<file path="config.mk">
export PLATFORM = sky130hd
export DESIGN_NAME = ccr_top
export DESIGN_NICKNAME = d
export VERILOG_FILES = /design/src/pkg/ccr_pkg.sv /design/src/rtl/ccr_top.sv
export SDC_FILE = /design/constraint.sdc
export NUM_CORES = 1
export LEC_CHECK = 0
export BUFFER_PORTS_ARGS = -buffer_cell sky130_fd_sc_hd__buf_2
export CORE_ASPECT_RATIO = 1.5
export CORE_MARGIN = 1
export CORE_UTILIZATION = 55
export DETAILED_ROUTE_END_ITERATION = 10
export PLACE_DENSITY = 0.83
export REMOVE_ABC_BUFFERS = 1
export SYNTH_ARGS = -nofsm -noshare
export SYNTH_HDL_FRONTEND = slang
export SYNTH_SLANG_ARGS = --single-unit
</file>
<file path="constraint.sdc">
create_clock -name mclk_i -period 8.3 [get_ports mclk_i]
set_input_delay 0.415 -clock mclk_i [delete_from_list [all_inputs] [get_ports mclk_i]]
set_output_delay 0.415 -clock mclk_i [all_outputs]
set_load 0.03 [all_outputs]
</file>
<file path="src/pkg/ccr_pkg.sv">
// package: register map, field layout, timing and types of the charger config registers
`default_nettype none
package ccr_pkg;
	// ****************************************
	// register map and reset values
	// ****************************************
	localparam logic [7:0] CHARGE_TIMING_OFS    = 8'h05;
	localparam logic [7:0] INPUT_THRESHOLD_OFS  = 8'h06;
	localparam logic [7:0] POWER_PATH_OFS       = 8'h07;
	localparam logic [7:0] CHARGE_TIMING_RST    = 8'h9f;
	localparam logic [7:0] INPUT_THRESHOLD_RST  = 8'h66;
	localparam logic [7:0] POWER_PATH_RST       = 8'h4c;
	// power-path bits that survive supervision expiry
	localparam logic [7:0] POWER_PATH_KEEP_MASK = 8'h2b;

	// ****************************************
	// field positions
	// ****************************************
	localparam int TERM_EN_BIT   = 7;
	localparam int WDOG_LSB      = 4;
	localparam int SAFETY_EN_BIT = 3;
	localparam int FAST_DUR_BIT  = 2;
	localparam int THERM_BIT     = 1;
	localparam int COLD_BIT      = 0;
	localparam int OVP_LSB       = 6;
	localparam int BOOST_LSB     = 4;
	localparam int INPUT_VOLTAGE_REG_THRESHOLD_LSB    = 0;
	localparam int DETECT_BIT    = 7;
	localparam int SLOW_BIT      = 6;
	localparam int SW_OFF_BIT    = 5;
	localparam int WARM_BIT      = 4;
	localparam int SW_DLY_BIT    = 3;
	localparam int SW_RST_BIT    = 2;
	localparam int TRACK_LSB     = 0;

	// ****************************************
	// timing
	// ****************************************
	localparam int CLK_HZ           = 10_000_000;
	localparam int WDOG_BASE_S      = 40;
	localparam int SAFETY_SHORT_H   = 5;
	localparam int SECONDS_PER_HOUR = 3600;
	localparam int SWITCH_OFF_DLY_S = 10;

	// ****************************************
	// types
	// ****************************************
	typedef struct packed {
		logic       scl;
		logic       sda;
		logic       vbus_present;
		logic       charging;
		logic       slow_condition;
		logic       detection_done;
	} ccr_ext_s;

	typedef struct packed {
		logic       term_enable;
		logic [1:0] watchdog_sel;
		logic       safety_enable;
		logic       fast_charge_duration;
		logic       thermal_reg_threshold;
		logic       cold_zone_current_sel;
		logic [1:0] input_overvoltage_sel;
		logic [1:0] boost_voltage_sel;
		logic [3:0] input_voltage_reg_threshold;
		logic       timer_slowdown_enable;
		logic       warm_zone_voltage_sel;
		logic       switch_off_delay_sel;
		logic       switch_system_reset_enable;
		logic [1:0] input_threshold_tracking;
	} ccr_cfg_s;

	typedef enum logic [2:0] {
		ST_IDLE  = 3'b000,
		ST_ADDR  = 3'b001,
		ST_ACK   = 3'b010,
		ST_PTR   = 3'b011,
		ST_WDATA = 3'b100,
		ST_RDATA = 3'b101,
		ST_RACK  = 3'b110
	} ccr_state_e;
endpackage
`default_nettype wire

</file>
<file path="src/rtl/ccr_top.sv">
// charger configuration registers 0x05..0x07 behind a serial control slave
// Contract
// - charge-timing register resets to 0x9f.
// - supervision field: 00 off, 01 40 s, 10 80 s, 11 160 s.
// - safety enable bit gates both precharge and fast charge timers; the code has one safety timer, run while charging_i is high.
// - fast charge duration bit: 0 gives 5 hours, 1 gives 10 hours.
// - input-threshold register resets to 0x66.
// - input regulation threshold is 3.9 V plus 100 mV per code step.
// - force-detection bit starts detection with input present, self-clears when done.
// - slow-down bit halves safety timer rate during regulation or cool zone.
// - switch-off bit 0 lets switch conduct, 1 turns it off.
// - warm-zone voltage bit selects 4.1 V cap or programmed voltage.
// - delay bit 0 switches off at once, 1 after 10 s.
// - switch system reset enable bit defaults set, exported as stored.
// - tracking field 00 keeps threshold, 01 tracks battery plus 200 mV.
// - power-path register resets to 0x4c.
// - supervision expiry raises a read-only fault flag.
`timescale 1ns/1ns
`default_nettype none
module ccr_top #(
	parameter logic [6:0]      DEV_ADDR          = 7'h2a, // arbitrary value
	parameter int unsigned     WDOG_BASE_CYC     = ccr_pkg::WDOG_BASE_S * ccr_pkg::CLK_HZ,
	parameter longint unsigned SAFETY_SHORT_CYC  = 64'(ccr_pkg::SAFETY_SHORT_H)
		* 64'(ccr_pkg::SECONDS_PER_HOUR) * 64'(ccr_pkg::CLK_HZ),
	parameter int unsigned     SWITCH_DLY_CYC    = ccr_pkg::SWITCH_OFF_DLY_S * ccr_pkg::CLK_HZ
) (
	// clock and reset
	input  wire logic              mclk_i,
	input  wire logic              resetn_i,
	// serial control pins
	input  wire logic              scl_i,
	input  wire logic              sda_i,
	output logic                   sda_o,
	output logic                   sda_oen_o,
	// charger status from analog side
	input  wire logic              vbus_present_i,
	input  wire logic              charging_i,
	input  wire logic              slow_condition_i,
	input  wire logic              detection_done_i,
	input  wire logic              reg_reset_i,
	// configuration and control outputs
	output ccr_pkg::ccr_cfg_s      cfg_o,
	output logic                   detection_start_o,
	output logic                   detection_active_o,
	output logic                   watchdog_fault_o,
	output logic                   safety_expired_o,
	output logic                   battery_switch_on_o
);
	// ****************************************
	// input synchronisers
	// ****************************************
	ccr_pkg::ccr_ext_s ext_meta_q;
	ccr_pkg::ccr_ext_s ext_q;
	logic              scl_prev_q;
	logic              sda_prev_q;

	always_ff @(posedge mclk_i or negedge resetn_i)
	begin
		if (!resetn_i)
		begin
			ext_meta_q <= '{scl: 1'b1, sda: 1'b1, default: 1'b0};
			ext_q      <= '{scl: 1'b1, sda: 1'b1, default: 1'b0};
			scl_prev_q <= 1'b1;
			sda_prev_q <= 1'b1;
		end
		else
		begin
			ext_meta_q <= '{scl: scl_i, sda: sda_i, vbus_present: vbus_present_i,
				charging: charging_i, slow_condition: slow_condition_i,
				detection_done: detection_done_i};
			ext_q      <= ext_meta_q;
			scl_prev_q <= ext_q.scl;
			sda_prev_q <= ext_q.sda;
		end
	end

	logic scl_rise;
	logic scl_fall;
	logic bus_start;
	logic bus_stop;
	assign scl_rise  = ext_q.scl & ~scl_prev_q;
	assign scl_fall  = ~ext_q.scl & scl_prev_q;
	assign bus_start = ext_q.scl & scl_prev_q & sda_prev_q & ~ext_q.sda;
	assign bus_stop  = ext_q.scl & scl_prev_q & ~sda_prev_q & ext_q.sda;

	// ****************************************
	// registers
	// ****************************************
	logic [7:0] chg_q;
	logic [7:0] thr_q;
	logic [7:0] pwr_q;

	function automatic logic [7:0] rd_byte(input logic [7:0] ofs, input logic [7:0] c,
		input logic [7:0] t, input logic [7:0] p);
		if (ofs == ccr_pkg::CHARGE_TIMING_OFS)
			rd_byte = c;
		else if (ofs == ccr_pkg::INPUT_THRESHOLD_OFS)
			rd_byte = t;
		else if (ofs == ccr_pkg::POWER_PATH_OFS)
			rd_byte = p;
		else
			rd_byte = 8'h00;
	endfunction

	// ****************************************
	// serial control slave
	// ****************************************
	ccr_pkg::ccr_state_e state_q;
	logic [3:0]          bitcnt_q;
	logic [7:0]          shreg_q;
	logic [7:0]          ptr_q;
	logic                rw_q;
	logic                first_q;
	logic                wr_stb;
	logic                addr_hit;
	logic [7:0]          rd_now;

	assign wr_stb   = scl_fall && state_q == ccr_pkg::ST_WDATA && bitcnt_q == 4'h8;
	assign addr_hit = scl_fall && state_q == ccr_pkg::ST_ADDR && bitcnt_q == 4'h8
		&& shreg_q[7:1] == DEV_ADDR;
	assign rd_now   = rd_byte(ptr_q, chg_q, thr_q, pwr_q);

	always_ff @(posedge mclk_i or negedge resetn_i)
	begin
		if (!resetn_i)
		begin
			state_q   <= ccr_pkg::ST_IDLE;
			bitcnt_q  <= 4'h0;
			shreg_q   <= 8'h00;
			ptr_q     <= 8'h00;
			rw_q      <= 1'b0;
			first_q   <= 1'b0;
			sda_oen_o <= 1'b1;
		end
		else if (bus_start)
		begin
			state_q   <= ccr_pkg::ST_ADDR;
			bitcnt_q  <= 4'h0;
			sda_oen_o <= 1'b1;
		end
		else if (bus_stop)
		begin
			state_q   <= ccr_pkg::ST_IDLE;
			sda_oen_o <= 1'b1;
		end
		else
		begin
			case (state_q)
				ccr_pkg::ST_ADDR, ccr_pkg::ST_PTR, ccr_pkg::ST_WDATA:
				begin
					if (scl_rise && bitcnt_q != 4'h8)
					begin
						shreg_q  <= {shreg_q[6:0], ext_q.sda};
						bitcnt_q <= bitcnt_q + 4'h1;
					end
					else if (scl_fall && bitcnt_q == 4'h8)
					begin
						sda_oen_o <= 1'b0;
						state_q   <= ccr_pkg::ST_ACK;
						if (state_q == ccr_pkg::ST_ADDR)
						begin
							rw_q    <= shreg_q[0];
							first_q <= 1'b1;
							if (!addr_hit)
							begin
								sda_oen_o <= 1'b1;
								state_q   <= ccr_pkg::ST_IDLE;
							end
						end
						else if (state_q == ccr_pkg::ST_PTR)
						begin
							ptr_q   <= shreg_q;
							first_q <= 1'b0;
						end
						else
							ptr_q <= ptr_q + 8'h01;
					end
				end
				ccr_pkg::ST_ACK:
				begin
					if (scl_fall)
					begin
						bitcnt_q <= 4'h0;
						if (rw_q)
						begin
							shreg_q   <= rd_now;
							ptr_q     <= ptr_q + 8'h01;
							sda_oen_o <= rd_now[7];
							state_q   <= ccr_pkg::ST_RDATA;
						end
						else
						begin
							sda_oen_o <= 1'b1;
							state_q   <= first_q ? ccr_pkg::ST_PTR : ccr_pkg::ST_WDATA;
						end
					end
				end
				ccr_pkg::ST_RDATA:
				begin
					if (scl_rise)
					begin
						shreg_q  <= {shreg_q[6:0], 1'b0};
						bitcnt_q <= bitcnt_q + 4'h1;
					end
					else if (scl_fall)
					begin
						sda_oen_o <= (bitcnt_q == 4'h8) ? 1'b1 : shreg_q[7];
						if (bitcnt_q == 4'h8)
							state_q <= ccr_pkg::ST_RACK;
					end
				end
				ccr_pkg::ST_RACK:
				begin
					if (scl_rise)
						state_q <= ext_q.sda ? ccr_pkg::ST_IDLE : ccr_pkg::ST_ACK;
				end
				default:
				begin
					state_q <= ccr_pkg::ST_IDLE;
				end
			endcase
		end
	end

	// open-drain: only ever pulls low
	always_ff @(posedge mclk_i or negedge resetn_i)
	begin
		if (!resetn_i)
			sda_o <= 1'b0;
		else
			sda_o <= 1'b0;
	end

	// ****************************************
	// supervision timer
	// ****************************************
	logic [31:0] wdog_cnt_q;
	logic [31:0] wdog_limit;
	logic        wdog_expire;

	always_comb
	begin
		case (chg_q[ccr_pkg::WDOG_LSB +: 2])
			2'b01:   wdog_limit = 32'(WDOG_BASE_CYC);
			2'b10:   wdog_limit = 32'(WDOG_BASE_CYC) << 1;
			2'b11:   wdog_limit = 32'(WDOG_BASE_CYC) << 2;
			default: wdog_limit = 32'h0000_0000;
		endcase
	end
	assign wdog_expire = wdog_limit != 32'h0 && wdog_cnt_q == wdog_limit - 32'h1;

	always_ff @(posedge mclk_i or negedge resetn_i)
	begin
		if (!resetn_i)
			wdog_cnt_q <= 32'h0;
		else if (addr_hit || wdog_expire || wdog_limit == 32'h0 || reg_reset_i)
			wdog_cnt_q <= 32'h0;
		else
			wdog_cnt_q <= wdog_cnt_q + 32'h1;
	end

	always_ff @(posedge mclk_i or negedge resetn_i)
	begin
		if (!resetn_i)
			watchdog_fault_o <= 1'b0;
		else if (wdog_expire)
			watchdog_fault_o <= 1'b1;
		else if (addr_hit || reg_reset_i)
			watchdog_fault_o <= 1'b0;
	end

	// ****************************************
	// register writes and defaults
	// ****************************************
	logic det_set;
	assign det_set = wr_stb && ptr_q == ccr_pkg::POWER_PATH_OFS
		&& shreg_q[ccr_pkg::DETECT_BIT] && ext_q.vbus_present;

	always_ff @(posedge mclk_i or negedge resetn_i)
	begin
		if (!resetn_i)
		begin
			chg_q <= ccr_pkg::CHARGE_TIMING_RST;
			thr_q <= ccr_pkg::INPUT_THRESHOLD_RST;
			pwr_q <= ccr_pkg::POWER_PATH_RST;
		end
		else if (reg_reset_i)
		begin
			chg_q <= ccr_pkg::CHARGE_TIMING_RST;
			thr_q <= ccr_pkg::INPUT_THRESHOLD_RST;
			pwr_q <= ccr_pkg::POWER_PATH_RST;
		end
		else if (wdog_expire)
		begin
			chg_q <= ccr_pkg::CHARGE_TIMING_RST;
			pwr_q <= (pwr_q & ccr_pkg::POWER_PATH_KEEP_MASK)
				| (ccr_pkg::POWER_PATH_RST & ~ccr_pkg::POWER_PATH_KEEP_MASK);
		end
		else
		begin
			if (wr_stb && ptr_q == ccr_pkg::CHARGE_TIMING_OFS)
				chg_q <= shreg_q;
			if (wr_stb && ptr_q == ccr_pkg::INPUT_THRESHOLD_OFS)
				thr_q <= shreg_q;
			if (wr_stb && ptr_q == ccr_pkg::POWER_PATH_OFS)
				pwr_q[6:0] <= shreg_q[6:0];
			// a new request wins over completion in the same cycle
			if (det_set)
				pwr_q[ccr_pkg::DETECT_BIT] <= 1'b1;
			else if (ext_q.detection_done || (wr_stb && ptr_q == ccr_pkg::POWER_PATH_OFS))
				pwr_q[ccr_pkg::DETECT_BIT] <= 1'b0;
		end
	end

	always_ff @(posedge mclk_i or negedge resetn_i)
	begin
		if (!resetn_i)
			detection_start_o <= 1'b0;
		else
			detection_start_o <= det_set && !reg_reset_i && !wdog_expire;
	end
	assign detection_active_o = pwr_q[ccr_pkg::DETECT_BIT];

	// ****************************************
	// safety timer
	// ****************************************
	logic [39:0] safe_cnt_q;
	logic        half_q;
	logic [39:0] safe_limit;
	logic        safe_run;
	logic        safe_step;

	assign safe_limit = chg_q[ccr_pkg::FAST_DUR_BIT] ? 40'(SAFETY_SHORT_CYC) << 1
		: 40'(SAFETY_SHORT_CYC);
	assign safe_run   = ext_q.charging && chg_q[ccr_pkg::SAFETY_EN_BIT];
	assign safe_step  = !(pwr_q[ccr_pkg::SLOW_BIT] && ext_q.slow_condition) || half_q;

	always_ff @(posedge mclk_i or negedge resetn_i)
	begin
		if (!resetn_i)
		begin
			safe_cnt_q       <= 40'h0;
			half_q           <= 1'b0;
			safety_expired_o <= 1'b0;
		end
		else if (!safe_run)
		begin
			safe_cnt_q       <= 40'h0;
			half_q           <= 1'b0;
			safety_expired_o <= 1'b0;
		end
		else
		begin
			half_q <= ~half_q;
			if (safe_cnt_q >= safe_limit - 40'h1)
				safety_expired_o <= 1'b1;
			else if (safe_step)
				safe_cnt_q <= safe_cnt_q + 40'h1;
		end
	end

	// ****************************************
	// battery switch
	// ****************************************
	logic [31:0] sw_cnt_q;

	always_ff @(posedge mclk_i or negedge resetn_i)
	begin
		if (!resetn_i)
		begin
			sw_cnt_q            <= 32'h0;
			battery_switch_on_o <= 1'b1;
		end
		else if (!pwr_q[ccr_pkg::SW_OFF_BIT])
		begin
			sw_cnt_q            <= 32'h0;
			battery_switch_on_o <= 1'b1;
		end
		else if (!pwr_q[ccr_pkg::SW_DLY_BIT])
			battery_switch_on_o <= 1'b0;
		else if (sw_cnt_q == 32'(SWITCH_DLY_CYC) - 32'h1)
			battery_switch_on_o <= 1'b0;
		else
			sw_cnt_q <= sw_cnt_q + 32'h1;
	end

	// ****************************************
	// configuration fields
	// ****************************************
	assign cfg_o = '{
		term_enable:                 chg_q[ccr_pkg::TERM_EN_BIT],
		watchdog_sel:                chg_q[ccr_pkg::WDOG_LSB +: 2],
		safety_enable:               chg_q[ccr_pkg::SAFETY_EN_BIT],
		fast_charge_duration:        chg_q[ccr_pkg::FAST_DUR_BIT],
		thermal_reg_threshold:       chg_q[ccr_pkg::THERM_BIT],
		cold_zone_current_sel:       chg_q[ccr_pkg::COLD_BIT],
		input_overvoltage_sel:       thr_q[ccr_pkg::OVP_LSB +: 2],
		boost_voltage_sel:           thr_q[ccr_pkg::BOOST_LSB +: 2],
		input_voltage_reg_threshold: thr_q[ccr_pkg::INPUT_VOLTAGE_REG_THRESHOLD_LSB +: 4],
		timer_slowdown_enable:       pwr_q[ccr_pkg::SLOW_BIT],
		warm_zone_voltage_sel:       pwr_q[ccr_pkg::WARM_BIT],
		switch_off_delay_sel:        pwr_q[ccr_pkg::SW_DLY_BIT],
		switch_system_reset_enable:  pwr_q[ccr_pkg::SW_RST_BIT],
		input_threshold_tracking:    pwr_q[ccr_pkg::TRACK_LSB +: 2]
	};
endmodule
`default_nettype wire

</file>
# After elaboration in Yosys (flattened, before gate mapping)

Cells that the tools add are included.

Flip-flop bits (word level): 173
Input port bits: 9
Output and inout bits: 28
Word-level logic and storage cells: 228

Add/sub/neg operators: 7
Magnitude comparators: 1
Equality and inequality tests: 42
Muxes and demuxes: 78
Bitwise operators: 15
Reduce and logical (&&, ||, !) cells: 51

Operators with widths:

| kind                                                | count |
|---|---|
| two-way mux 8 bit                                   | 21 |
| two-way mux 32 bit                                  | 4 |
| two-way mux 40 bit                                  | 3 |
| case mux 31 bit (3 select lines)                    | 1 |
| adder 32 x 1 -> 32 bit (second input constant)      | 2 |
| adder 40 x 1 -> 40 bit (second input constant)      | 1 |
| >= comparator 40 bit                                | 1 |
| subtractor 39 x 1 -> 40 bit (second input constant) | 1 |
| two-way mux 39 bit                                  | 1 |
| two-way mux 3 bit                                   | 11 |
| == test 32 x 27 -> 1 bit (second input constant)    | 1 |
| == test 32 bit                                      | 1 |
| zero test 32 bit                                    | 1 |
| != test 4 bit (second input constant)               | 8 |
| nonzero test 32 bit                                 | 1 |
| subtractor 32 x 1 -> 32 bit (second input constant) | 1 |
| == test 8 x 3 -> 1 bit (second input constant)      | 3 |
| != test 2 bit (second input constant)               | 12 |
| case mux 8 bit (3 select lines)                     | 1 |
| two-way mux 1 bit                                   | 23 |
| two-way mux 4 bit                                   | 5 |
| AND reduction 6 bit                                 | 3 |
| logical AND 1 bit                                   | 17 |
| case mux 8 bit (2 select lines)                     | 1 |
| 30 further kinds                                    | 70 |

# Logic depth before layout (Yosys ltp)

Gate-level depths: netlist of the first run.

Depth in word-level cells: 12
Mapped depth: 11
Depth with buffers taken out: 8

# Worst setup path before layout of the first run

OpenSTA, ideal clock, no wires.

Path kind: register -> register
From: reg chg_q[2]
To: reg safe_cnt_q[30]
Library setup time: 0.110 ns
Arrival: 2.705 ns
Required time: 8.190 ns
Setup slack: 5.485 ns
Stages on the path, launching flop included: 11
Buffers on the path: 3
Period minus slack after synthesis: 2.815 ns
Path through: dfstp_2 -> inv_1 -> ha_1 -> and4b_1 -> or4b_2 -> o211ai_2 -> buf_4 -> buf_6 -> buf_4 -> o311ai_0 -> o41ai_1

Word-level cells in the longest chain between the ends: 5

Ends and longest elaborated chain:

| what                          | line           | source |
|---|---|---|
| start, declared               | ccr_top.sv:89  | `logic [7:0] chg_q;` |
| start signal, assigned        | ccr_top.sv:283 | `chg_q <= ccr_pkg::CHARGE_TIMING_RST;` |
| start signal, assigned        | ccr_top.sv:289 | `chg_q <= ccr_pkg::CHARGE_TIMING_RST;` |
| start signal, assigned        | ccr_top.sv:295 | `chg_q <= ccr_pkg::CHARGE_TIMING_RST;` |
| two-way mux 39 bit            | ccr_top.sv:333 | `assign safe_limit = chg_q[ccr_pkg::FAST_DUR_BIT] ? 40'(SAFETY_SHORT_CYC) << 1` |
| subtractor 39 x 1 -> 40 bit   | ccr_top.sv:355 | `if (safe_cnt_q >= safe_limit - 40'h1)` |
| >= comparator 40 bit          | ccr_top.sv:355 |  |
| != test 2 bit (no line)       | --             |  |
| AND reduction 2 bit (no line) | --             |  |
| end signal, assigned          | ccr_top.sv:358 | `safe_cnt_q <= safe_cnt_q + 40'h1;` |
| end, declared                 | ccr_top.sv:327 | `logic [39:0] safe_cnt_q;` |

Every way passes these cells.
A chain may end at the register's enable or synchronous reset.

# Worst setup path after layout of the first run

From: reg chg_q[2]
To: reg safe_cnt_q[11]

The elaborated chain is that of the path after synthesis.

==> results.py, run 1 <==
metrics = {
    "status": {
        "status": "finished, violations left",
        "violations": "DRC",
    },
    "synthesis": {
        "seq_area_frac_synth_pct": 44.3,
        "synth_cell_types": 78,
        "async_reset_ff_share_pct": 100,
        "ys_seq_elements": 173,
        "synth_ff_type": "dfrtp_1",
        "avgSynthCellArea_um2": 9.36,
        "synth_top_area_share_pct": 38.6,
        "synth.area.top_cells": "dfrtp_1 39%, dfstp_2 5.6%, nand2_1 4.0%",
        "synth_top_area_cell": "dfrtp_1",
        "syn-cell-area_um2": 9840,
        "synthCells": 1051,
        "synth_commonest_cells": "152 x dfrtp_1, 104 x nand2_1, 94 x nor2_1",
        "yosysWarningCount": 0,
        "synth_most_common_cell": "dfrtp_1",
        "synth-edff-count": 0,
    },
    "sta": {
        "drv_slew": 0,
        "whs_ns": 0.0382,
        "fin_crit_ns": 3.29,
        "setup_viol_count_final": 0,
        "hold_viol": 0,
        "worstMarginPinSlew_ns": 1.11,
        "rsz0062_at_grt": "no",
        "min_period_over_period_pct": 39.7,
        "relSlewSlack_pct": 25.7,
        "finalClockSkew_ns": 0.0111,
        "tns_ns": 0,
        "timing.fmax_ghz": 0.304,
    },
    "global_routing": {
        "antenna_found_initial": 0,
        "grt_usage_pct": 25.6,
        "grt_overflow": 0,
        "first_global_vias": 8139,
        "grt_first_pass_wirelength_um": 38600,
        "grt_max_degree": 96,
    },
    "placement": {
        "place_inst": 1248,
        "hpwlAfterDp_um": 15400,
        "port_buffers": 35,
        "routabilityCongestion": 0.869,
        "post_dp_cell_area_um2": 10000,
    },
    "worst_hold_path": {
        "min_path_type": "in2async",
    },
    "clock_network": {
        "clockRootBuffer": "clkbuf_16",
        "clkSinkCount": 173,
        "cts_repair_resize_count": 0,
        "cts_tree": "built",
        "cts_setup_buffers": 0,
        "clk_pin_slew_ns": 0.07,
        "hold_buffers": 0,
        "htreeDepth": 4,
        "clk_latency_ns": 0.44,
        "cts_buffers": 17,
        "clk_path_buf_depth": 2,
    },
    "setup_path": {
        "crit_type": "reg2reg",
        "path_cells": "inv_1, ha_1, and4b_1, or4b_2, o211ai_2, buf_4, nand2b_4, o31ai_1, a21oi_1",
        "crit_fanout": 42,
        "cpMaxStageDelayCell": "dfstp_2",
        "r2r_end": "safe_cnt_q[11]$_DFFE_PN0P_",
        "worstSetupEndpointType": "flop",
        "critPathArrivalTime_ns": 3.65,
        "rrSetupSlack_ns": 5.01,
        "r2r-start": "chg_q[2]$_DFFE_PN1P_",
        "start_kind": "flop",
        "r2r_cells": 9,
        "worstPathRequired_ns": 8.66,
        "cp_slowest_stage_delay_ns": 0.66,
    },
    "die": {
        "ios": 37,
        "fp.coreArea_um2": 17400,
        "row_count": 59,
        "start_util_pct": 56.5,
        "die_height_um": 166,
        "dieArea_um2": 18400,
        "dieWidth_um": 111,
    },
    "route": {
        "drt_iter0_drc": 483,
        "viasPerCell": 6.39,
        "wl_per_cell_um": 17.8,
        "firstDrtPassIters": 8,
        "drc": 4,
        "antenna_left": 0,
        "vias": 8185,
        "routed_wl_um": 22800,
    },
    "layout": {
        "drive_gt1_share_pct": 11.2,
        "nFillCells": 1415,
        "instances_no_fill": 1280,
        "finalInstanceArea_um2": 10600,
        "num_antenna_cells": 0,
        "syn_to_final_growth_pct": 8.17,
        "fin_nets": 1092,
    },
    "flow_run": {
        "cap_viol_max_count": 0,
    },
    "power_and_ir_drop": {
        "p_leak_nw": 4.54,
        "finalPower_w": 0.00187,
        "irDropWorstVdd_mv": 0.171,
        "power.density_nw_per_um2": 176,
    },
}
[registers in the layout, summed over array words and instances (netlist names)]
name                 flops
safe_cnt_q              40
sw_cnt_q                32
wdog_cnt_q              32
chg_q                    8
ptr_q                    8
pwr_q                    8
shreg_q                  8
thr_q                    8
ext_meta_q               6
ext_q                    6
bitcnt_q                 4
state_q                  3
battery_switch_on_o      1
detection_start_o        1
first_q                  1
half_q                   1
rw_q                     1
safety_expired_o         1
scl_prev_q               1
sda_oen_o                1
sda_prev_q               1
watchdog_fault_o         1
[cell type report]
| class | count | area, um^2 | share of cell area, % |
|---|---|---|---|
| Multi-Input combinational cell | 795 | 5070 | 47.7 |
| Sequential cell | 173 | 4360 | 40.9 |
| Clock buffer | 19 | 443 | 4.16 |
| Tap cell | 213 | 267 | 2.50 |
| Timing Repair Buffer | 42 | 234 | 2.20 |
| Clock inverter | 13 | 180 | 1.69 |
| Inverter | 25 | 93.8 | 0.881 |
[through the flow]
| step | setup WS, ns | util (%) |
|---|---|---|
| after global routing | 4.77 | 61.1 |
| after CTS | 5.02 | 61.1 |
| final | 5.01 | 61.1 |
| after global placement | 5.19 | 57.5 |
| after floorplan | 4.76 | - |
| after detailed placement | 5.04 | 57.5 |
[cell families (layout without fill, tap and decap cells)]
group	Yosys count	count (layout)	share of synthesized area, %
mux	27	27	2.76
flops	173	173	44.3
simple gates	487	487	26.5
fa+ha+maj	29	29	3.69
compound gates	196	196	13.5
xor+xnor	55	55	4.89
other cells	1	1	0.0381
buf+inv	83	99	4.31
[layer usage]
layer	routed length, um	GRT usage (%)
met1	9150	29.9
met2	11800	44.7
met3	1030	5.00
met4	777	12.9
met5	0	0
[cell usage in the layout, fill, tap and decap left out, types with 22 or more instances in the layout]
master / n
dfrtp_1: 152
and2_1: 27
nand2_1: 104
nor2_1: 94
xor2_1: 24
mux2i_1: 26
a21oi_1: 46
nand4_1: 36
nand3_1: 64
xnor2_1: 31
inv_1: 25
nor3_1: 22
o21ai_0: 44
or4_1: 29
ha_1: 29
buf_2: 34
or3_1: 22
[critical path, delay by kind of cell, from the launching register on]
kind / cells / cell delay, ns
AO/OA/AOI/OAI: 3 / 0.44
adder cells (fa/ha/maj): 1 / 0.36
buffers and inverters: 2 / 0.61
flip-flops: 1 / 0.66
AND/OR/NAND/NOR: 3 / 1.14
[report_power, final]
part	switching (W)	internal (W)	total (W)
combinational	0.0000744	0.0000391	0.000114
sequential	0.0000440	0.000870	0.000914
clock	0.000354	0.000490	0.000844
[worst max path at each step]
stage | start | to | slack (ns) | cells after the start
finish | chg_q[2]$_DFFE_PN1P_ | safe_cnt_q[11]$_DFFE_PN0P_ | 5.01 | 9
global route | chg_q[2]$_DFFE_PN1P_ | safe_cnt_q[11]$_DFFE_PN0P_ | 4.77 | 9
CTS | chg_q[2]$_DFFE_PN1P_ | safe_cnt_q[11]$_DFFE_PN0P_ | 5.02 | 9
detailed placement | chg_q[2]$_DFFE_PN1P_ | safe_cnt_q[15]$_DFFE_PN0P_ | 5.04 | 9
global placement | chg_q[2]$_DFFE_PN1P_ | safe_cnt_q[15]$_DFFE_PN0P_ | 5.19 | 9
floorplan | chg_q[2]$_DFFE_PN1P_ | safe_cnt_q[15]$_DFFE_PN0P_ | 4.76 | 8
Power figures use the tool's default switching activity.
==> inputs of run 2 (changes only) <==
--- a/config.mk
+++ b/config.mk
@@ -5,12 +5,13 @@
 export SDC_FILE = /design/constraint.sdc
 export NUM_CORES = 1
 export LEC_CHECK = 0
+export ABC_AREA = 1
 export BUFFER_PORTS_ARGS = -buffer_cell sky130_fd_sc_hd__buf_2
 export CORE_ASPECT_RATIO = 1.5
 export CORE_MARGIN = 1
 export CORE_UTILIZATION = 55
 export DETAILED_ROUTE_END_ITERATION = 10
-export PLACE_DENSITY = 0.83
+export PLACE_DENSITY = 0.86
 export REMOVE_ABC_BUFFERS = 1
 export SYNTH_ARGS = -nofsm -noshare
 export SYNTH_HDL_FRONTEND = slang
==> constraint.sdc (replaced) <==
create_clock -name mclk_i -period 2.9 [get_ports mclk_i]
set_input_delay 0.145 -clock mclk_i [delete_from_list [all_inputs] [get_ports mclk_i]]
set_output_delay 0.145 -clock mclk_i [all_outputs]
set_load 0.03 [all_outputs]
==> results.py, run 2 <==
metrics = {
    "synthesis": {
        "syn-cell-area_um2": 11500,
        "synth.area.top_cells": "dfrtp_1 33%, nand2_1 17%, nor2_1 8.1%",
        "synth_top_area_cell": "dfrtp_1",
        "synthCells": 1662,
        "synth_most_common_cell": "nand2_1",
        "synth_ff_type": "dfrtp_1",
        "synth_cell_types": 43,
        "async_reset_ff_share_pct": 100,
        "synth_top_area_share_pct": 33.1,
        "avgSynthCellArea_um2": 6.91,
        "synth_commonest_cells": "505 x nand2_1, 249 x nor2_1, 152 x dfrtp_1, 152 x nand3_1, 142 x inv_1",
        "ys_seq_elements": 173,
        "synth-edff-count": 0,
        "yosysWarningCount": 0,
        "seq_area_frac_synth_pct": 37.9,
    },
    "route": {
        "vias": 11000,
        "firstDrtPassIters": 6,
        "drc": 0,
        "drt_iter0_drc": 1084,
        "routed_wl_um": 31100,
        "wl_per_cell_um": 15.9,
        "antenna_left": 0,
        "viasPerCell": 5.63,
    },
    "placement": {
        "post-place-ws_ns": 0.427,
        "routabilityCongestion": 0.982,
        "port_buffers": 35,
        "hpwlAfterDp_um": 22800,
    },
    "sta": {
        "rsz0062_at_grt": "no",
        "hold_viol": 0,
        "whs_ns": 0.0386,
        "worstMarginPinSlew_ns": 0.953,
        "setup_viol_count_final": 0,
        "timing.fmax_ghz": 0.404,
        "relSlewSlack_pct": 36.1,
        "finalClockSkew_ns": 0.0115,
        "fin_crit_ns": 2.47,
        "min_period_over_period_pct": 85.3,
        "drv_slew": 0,
        "setup_slack_ns": 0.425,
    },
    "layout": {
        "final_common_cell": "nand2_1",
        "fin_nets": 1716,
        "drive_gt1_share_pct": 8.52,
        "final_cell_mix": "505 x nand2_1, 249 x nor2_1, 152 x nand3_1, 152 x dfrtp_1, 142 x inv_1",
        "regMostFlops": "safe_cnt_q",
        "num_antenna_cells": 0,
        "largest_reg_flops": 40,
        "syn_to_final_growth_pct": 8.31,
        "nFillCells": 1893,
        "top_regs": "safe_cnt_q x40, sw_cnt_q x32, wdog_cnt_q x32",
    },
    "die": {
        "fp.coreArea_um2": 20400,
        "row_count": 64,
        "start_util_pct": 56.3,
        "die_height_um": 179,
        "dieArea_um2": 21500,
        "ios": 37,
        "dieWidth_um": 120,
    },
    "power_and_ir_drop": {
        "power.density_nw_per_um2": 500,
        "irDropWorstVdd_mv": 0.449,
        "p_leak_nw": 5.69,
    },
    "status": {
        "status": "completed",
    },
    "worst_hold_path": {
        "min_path_type": "in2reg",
    },
    "global_routing": {
        "grt_usage_pct": 30.4,
        "antenna_found_initial": 0,
        "grt_overflow": 0,
        "grt_first_pass_wirelength_um": 51500,
        "grt_max_degree": 72,
        "first_global_vias": 10600,
    },
    "clock_network": {
        "htreeDepth": 4,
        "clk_path_buf_depth": 2,
        "cts_setup_buffers": 0,
        "hold_buffers": 7,
        "clk_latency_ns": 0.45,
        "cts_buffers": 17,
        "cts_tree": "built",
        "clockRootBuffer": "clkbuf_16",
        "clkSinkCount": 173,
        "cts_repair_resize_count": 0,
        "clk_pin_slew_ns": 0.08,
    },
    "setup_path": {
        "crit_fanout": 32,
        "start_kind": "flop",
        "crit_type": "reg2reg",
        "path_cells": "inv_1, ha_1, inv_2, nand2_1, nand2_2, o21ai_1, o211ai_1, nor2_1, nand2_4, nand4_4, nor2_1",
        "critPathArrivalTime_ns": 2.84,
        "r2r_cells": 11,
        "worstPathRequired_ns": 3.26,
        "crit_end": "wdog_cnt_q[6]$_DFF_PN0_",
        "cpMaxStageDelayCell": "dfstp_2",
        "cp-startpoint": "chg_q[4]$_DFFE_PN1P_",
        "cp_slowest_stage_delay_ns": 0.58,
        "r2r_end": "wdog_cnt_q[6]$_DFF_PN0_",
        "crit_top_cell": "nor2_1",
        "worstSetupEndpointType": "flop",
        "rrSetupSlack_ns": 0.43,
        "r2r-start": "chg_q[4]$_DFFE_PN1P_",
    },
    "flow_run": {
        "cap_viol_max_count": 0,
    },
}
## run 2: cell count changes in the layout (fill, tap and decap cells not counted), sizes merged, moves of 15 or more
cell    previous run  this run
and2              28         0
inv               30       160
mux2i             26         0
nand2            105       515
nand2b            16         0
nand3             65       155
nor2              94       258
nor3              22        37
o21ai             45        76
or3               23         0
or4               29         0
xor2              24        63
## run 2: critical path, delay by kind of cell (launching register included)
family          cells  cell delay, ns
simple gates        6            1.09
flops               1            0.58
fa+ha+maj           1            0.31
buf+inv             2            0.25
compound gates      2            0.16
## run 2: kinds of logic (layout without fill, tap and decap cells)
group	count (synthesis)	count (layout)	synth area share, %
buffers and inverters	215	244	8.15
other	1	1	0.0326
and+or+nand+nor	1031	1031	38.4
xor gates and xnor gates	83	83	6.33
DFF	173	173	37.9
adders and majority gates	29	29	3.16
AOI/OAI and AO/OA	130	130	6.06
## run 2: final cells by class
type | count | area (um^2) | share of cell area (%)
inverters | 154 | 578 | 4.65
multi-input cells | 1274 | 6190 | 49.8
repair buffers | 58 | 384 | 3.09
clock buffers | 17 | 425 | 3.42
well taps | 264 | 330 | 2.66
flip-flops and latches | 173 | 4360 | 35.0
clock inverters | 15 | 173 | 1.39
## run 2: report_power, final
group          internal (W)  leakage (nW)  switching (W)
sequential          0.00257          2.30       0.000173
combinational      0.000326          3.09       0.000775
clock               0.00123         0.297        0.00115
total               0.00413          5.69        0.00210
## run 2: layer usage
metal | vias to the layer above | share of wire (%) | track usage [%]
met4 | 0 | 5.6 | 19.0
met5 | - | 0 | 0
li1 | 5335 | - | -
met1 | 5112 | 39 | 34.9
met2 | 412 | 50 | 52.6
met3 | 138 | 5.0 | 4.93
## run 2: how the worst min path moves through the flow
stage / start / endpoint / cells after the start / slack (ns)
floorplan: resetn_i / bitcnt_q[0]$_DFFE_PN0P_ / 0 / -0.15
global placement: resetn_i / wdog_cnt_q[7]$_DFF_PN0_ / 1 / 0.19
detailed placement: resetn_i / wdog_cnt_q[7]$_DFF_PN0_ / 1 / 0.20
CTS: reg_reset_i / pwr_q[7]$_DFFE_PN0P_ / 4 / 0.04
global route: reg_reset_i / pwr_q[7]$_DFFE_PN0P_ / 4 / 0.06
finish: reg_reset_i / pwr_q[7]$_DFFE_PN0P_ / 4 / 0.04
## run 2: metrics by stage
| stage | util, % | cell area, um^2 | total power, W | TNS [ns] | instances |
|---|---|---|---|---|---|
| after global routing | 60.9 | 12400 | 0.00649 | 0 | 1955 |
| after CTS | 60.9 | 12400 | 0.00623 | 0 | 1955 |
| after floorplan | - | 11100 | 0.00349 | -12.75 | 1601 |
| final | 60.9 | 12400 | 0.00623 | 0 | 1955 |
| after global placement | 57.7 | 11800 | 0.00382 | 0 | 1916 |
| after detailed placement | 57.7 | 11800 | 0.00386 | 0 | 1916 |
==> inputs of run 3 (changes only) <==
--- a/config.mk
+++ b/config.mk
@@ -5,7 +5,6 @@
 export SDC_FILE = /design/constraint.sdc
 export NUM_CORES = 1
 export LEC_CHECK = 0
-export ABC_AREA = 1
 export BUFFER_PORTS_ARGS = -buffer_cell sky130_fd_sc_hd__buf_2
 export CORE_ASPECT_RATIO = 1.5
 export CORE_MARGIN = 1
==> results.py, run 3 (same netlist as run 1, synthesis figures left out) <==
metrics = {
    "status": {
        "status": "finished, violations left",
        "violations": "DRC",
    },
    "flow_run": {
        "cap_viol_max_count": 0,
    },
    "power_and_ir_drop": {
        "p_leak_nw": 4.72,
        "irDropWorstVdd_mv": 0.477,
        "finalPower_w": 0.00527,
        "power.density_nw_per_um2": 475,
    },
    "sta": {
        "drv_slew": 0,
        "tns_ns": 0,
        "min_period_over_period_pct": 99.4,
        "relSlewSlack_pct": 34.8,
        "fin_crit_ns": 2.88,
        "worstMarginPinSlew_ns": 0.978,
        "hold_viol": 0,
        "rsz0062_at_grt": "yes",
        "finalClockSkew_ns": 0.0133,
        "timing.fmax_ghz": 0.347,
        "setup_viol_count_final": 0,
    },
    "global_routing": {
        "first_global_vias": 8352,
        "grt_usage_pct": 26.8,
        "antenna_found_initial": 0,
        "grt_first_pass_wirelength_um": 39800,
        "grt_max_degree": 86,
        "grt_overflow": 0,
    },
    "setup_path": {
        "path_cells": "inv_4, ha_1, or3_4, a221oi_4, o211ai_4, buf_12, or4_4, or3_4, a21oi_1",
        "crit_cells": 9,
        "r2r_cells": 9,
        "crit_fanout": 6,
        "worstSetupEndpointType": "flop",
        "path_buf_inv": 2,
        "cp-startpoint": "chg_q[2]$_DFFE_PN1P_",
        "cpMaxStageDelayCell": "dfstp_2",
        "r2r_end": "safe_cnt_q[12]$_DFFE_PN0P_",
        "rrSetupSlack_ns": 0.02,
        "crit_top_cell": "or3_4",
        "r2r-start": "chg_q[2]$_DFFE_PN1P_",
        "critPathArrivalTime_ns": 3.25,
        "start_kind": "flop",
        "crit_end": "safe_cnt_q[12]$_DFFE_PN0P_",
        "crit_family": "simple AND/OR/NAND/NOR gates",
        "cp_slowest_stage_delay_ns": 0.58,
        "crit_type": "reg2reg",
        "worstPathRequired_ns": 3.27,
    },
    "clock_network": {
        "cts_buffers": 17,
        "clk_pin_slew_ns": 0.07,
        "cts_tree": "built",
        "clkSinkCount": 173,
        "htreeDepth": 4,
        "clk_latency_ns": 0.45,
        "clockRootBuffer": "clkbuf_16",
        "clk_path_buf_depth": 2,
    },
    "layout": {
        "top_regs": "safe_cnt_q x40, sw_cnt_q x32, wdog_cnt_q x32",
        "largest_reg_flops": 40,
        "regMostFlops": "safe_cnt_q",
        "syn_to_final_growth_pct": 12.8,
        "nFillCells": 1333,
        "utilization_pct": 63.7,
        "drive_gt1_share_pct": 14.4,
        "num_antenna_cells": 0,
        "final_cell_mix": "152 x dfrtp_1, 104 x nand2_1, 94 x nor2_1",
        "final_common_cell": "dfrtp_1",
        "fin_nets": 1125,
    },
    "die": {
        "start_util_pct": 56.5,
        "dieArea_um2": 18400,
        "dieWidth_um": 111,
        "row_count": 59,
        "fp.coreArea_um2": 17400,
        "die_height_um": 166,
        "ios": 37,
    },
    "route": {
        "drt_iter0_drc": 669,
        "antenna_left": 0,
        "drc": 4,
        "wl_per_cell_um": 18.3,
        "viasPerCell": 6.43,
        "firstDrtPassIters": 8,
        "vias": 8448,
        "routed_wl_um": 24000,
    },
    "worst_hold_path": {
        "min_path_type": "in2reg",
    },
    "placement": {
        "hpwlAfterDp_um": 15900,
        "port_buffers": 35,
        "routabilityCongestion": 0.871,
    },
}
-- run 3: cell types whose count changed in the layout (fill, tap and decap cells not counted), sizes merged, moves of 16 or more --
cell and delta:
or4 +29, nor2 -164, nand3 -90, and2 +28, nand2 -410, inv -132, o21ai -31, nand2b +16
mux2i +26, xor2 -39, or3 +23
-- run 3: report_power, final --
group | internal (W) | switching (W)
logic | 0.000128 | 0.000215
clock network | 0.00123 | 0.00109
registers | 0.00249 | 0.000127
total | 0.00384 | 0.00143
-- run 3: per-stage QoR --
stage	cells	hold WS (ns)	worst slack, ns	instance area (um^2)
global route	1313	0.0567	-0.0609	11100
finish	1313	0.0614	0.0167	11100
detailed placement	1267	0.254	0.0154	10200
CTS	1306	0.0454	0.0532	10900
floorplan	993	-0.151	-0.643	9510
global placement	1267	0.250	0.0797	10200
-- run 3: cell type report --
type	count	area (um^2)	area share [%]
multi-input cells	795	5170	46.5
flip-flops and latches	173	4360	39.2
well taps	213	267	2.40
inverters	25	96.3	0.868
clock inverters	15	185	1.67
repair buffers	75	604	5.44
clock buffers	17	425	3.83
-- run 3: worst min path at each step --
stage	slack, ns	endpoint	cells after the start	from
after global routing	0.06	pwr_q[1]$_DFFE_PN0P_	2	reg_reset_i
after detailed placement	0.25	sw_cnt_q[14]$_DFFE_PN0P_	1	resetn_i
after CTS	0.05	pwr_q[1]$_DFFE_PN0P_	2	reg_reset_i
after global placement	0.25	sw_cnt_q[14]$_DFFE_PN0P_	1	resetn_i
final	0.06	pwr_q[0]$_DFFE_PN0P_	2	reg_reset_i
after floorplan	-0.15	bitcnt_q[0]$_DFFE_PN0P_	0	resetn_i
-- run 3: timing repair --
action	in CTS	in global routing
pin swaps	1	5
endpoints found under the hold margin	72	0
gates cloned	0	2
hold buffers	7	0
setup endpoints to repair	3	6
buffers inserted	0	5
gates resized for setup	1	16
-- run 3: layer usage --
layer	wire length [um]	vias to the layer above	track usage (%)
li1	-	3901	-
met1	9280	4123	31.0
met2	12500	334	47.3
met3	1310	90	4.45
met4	917	0	13.9
met5	0	-	0
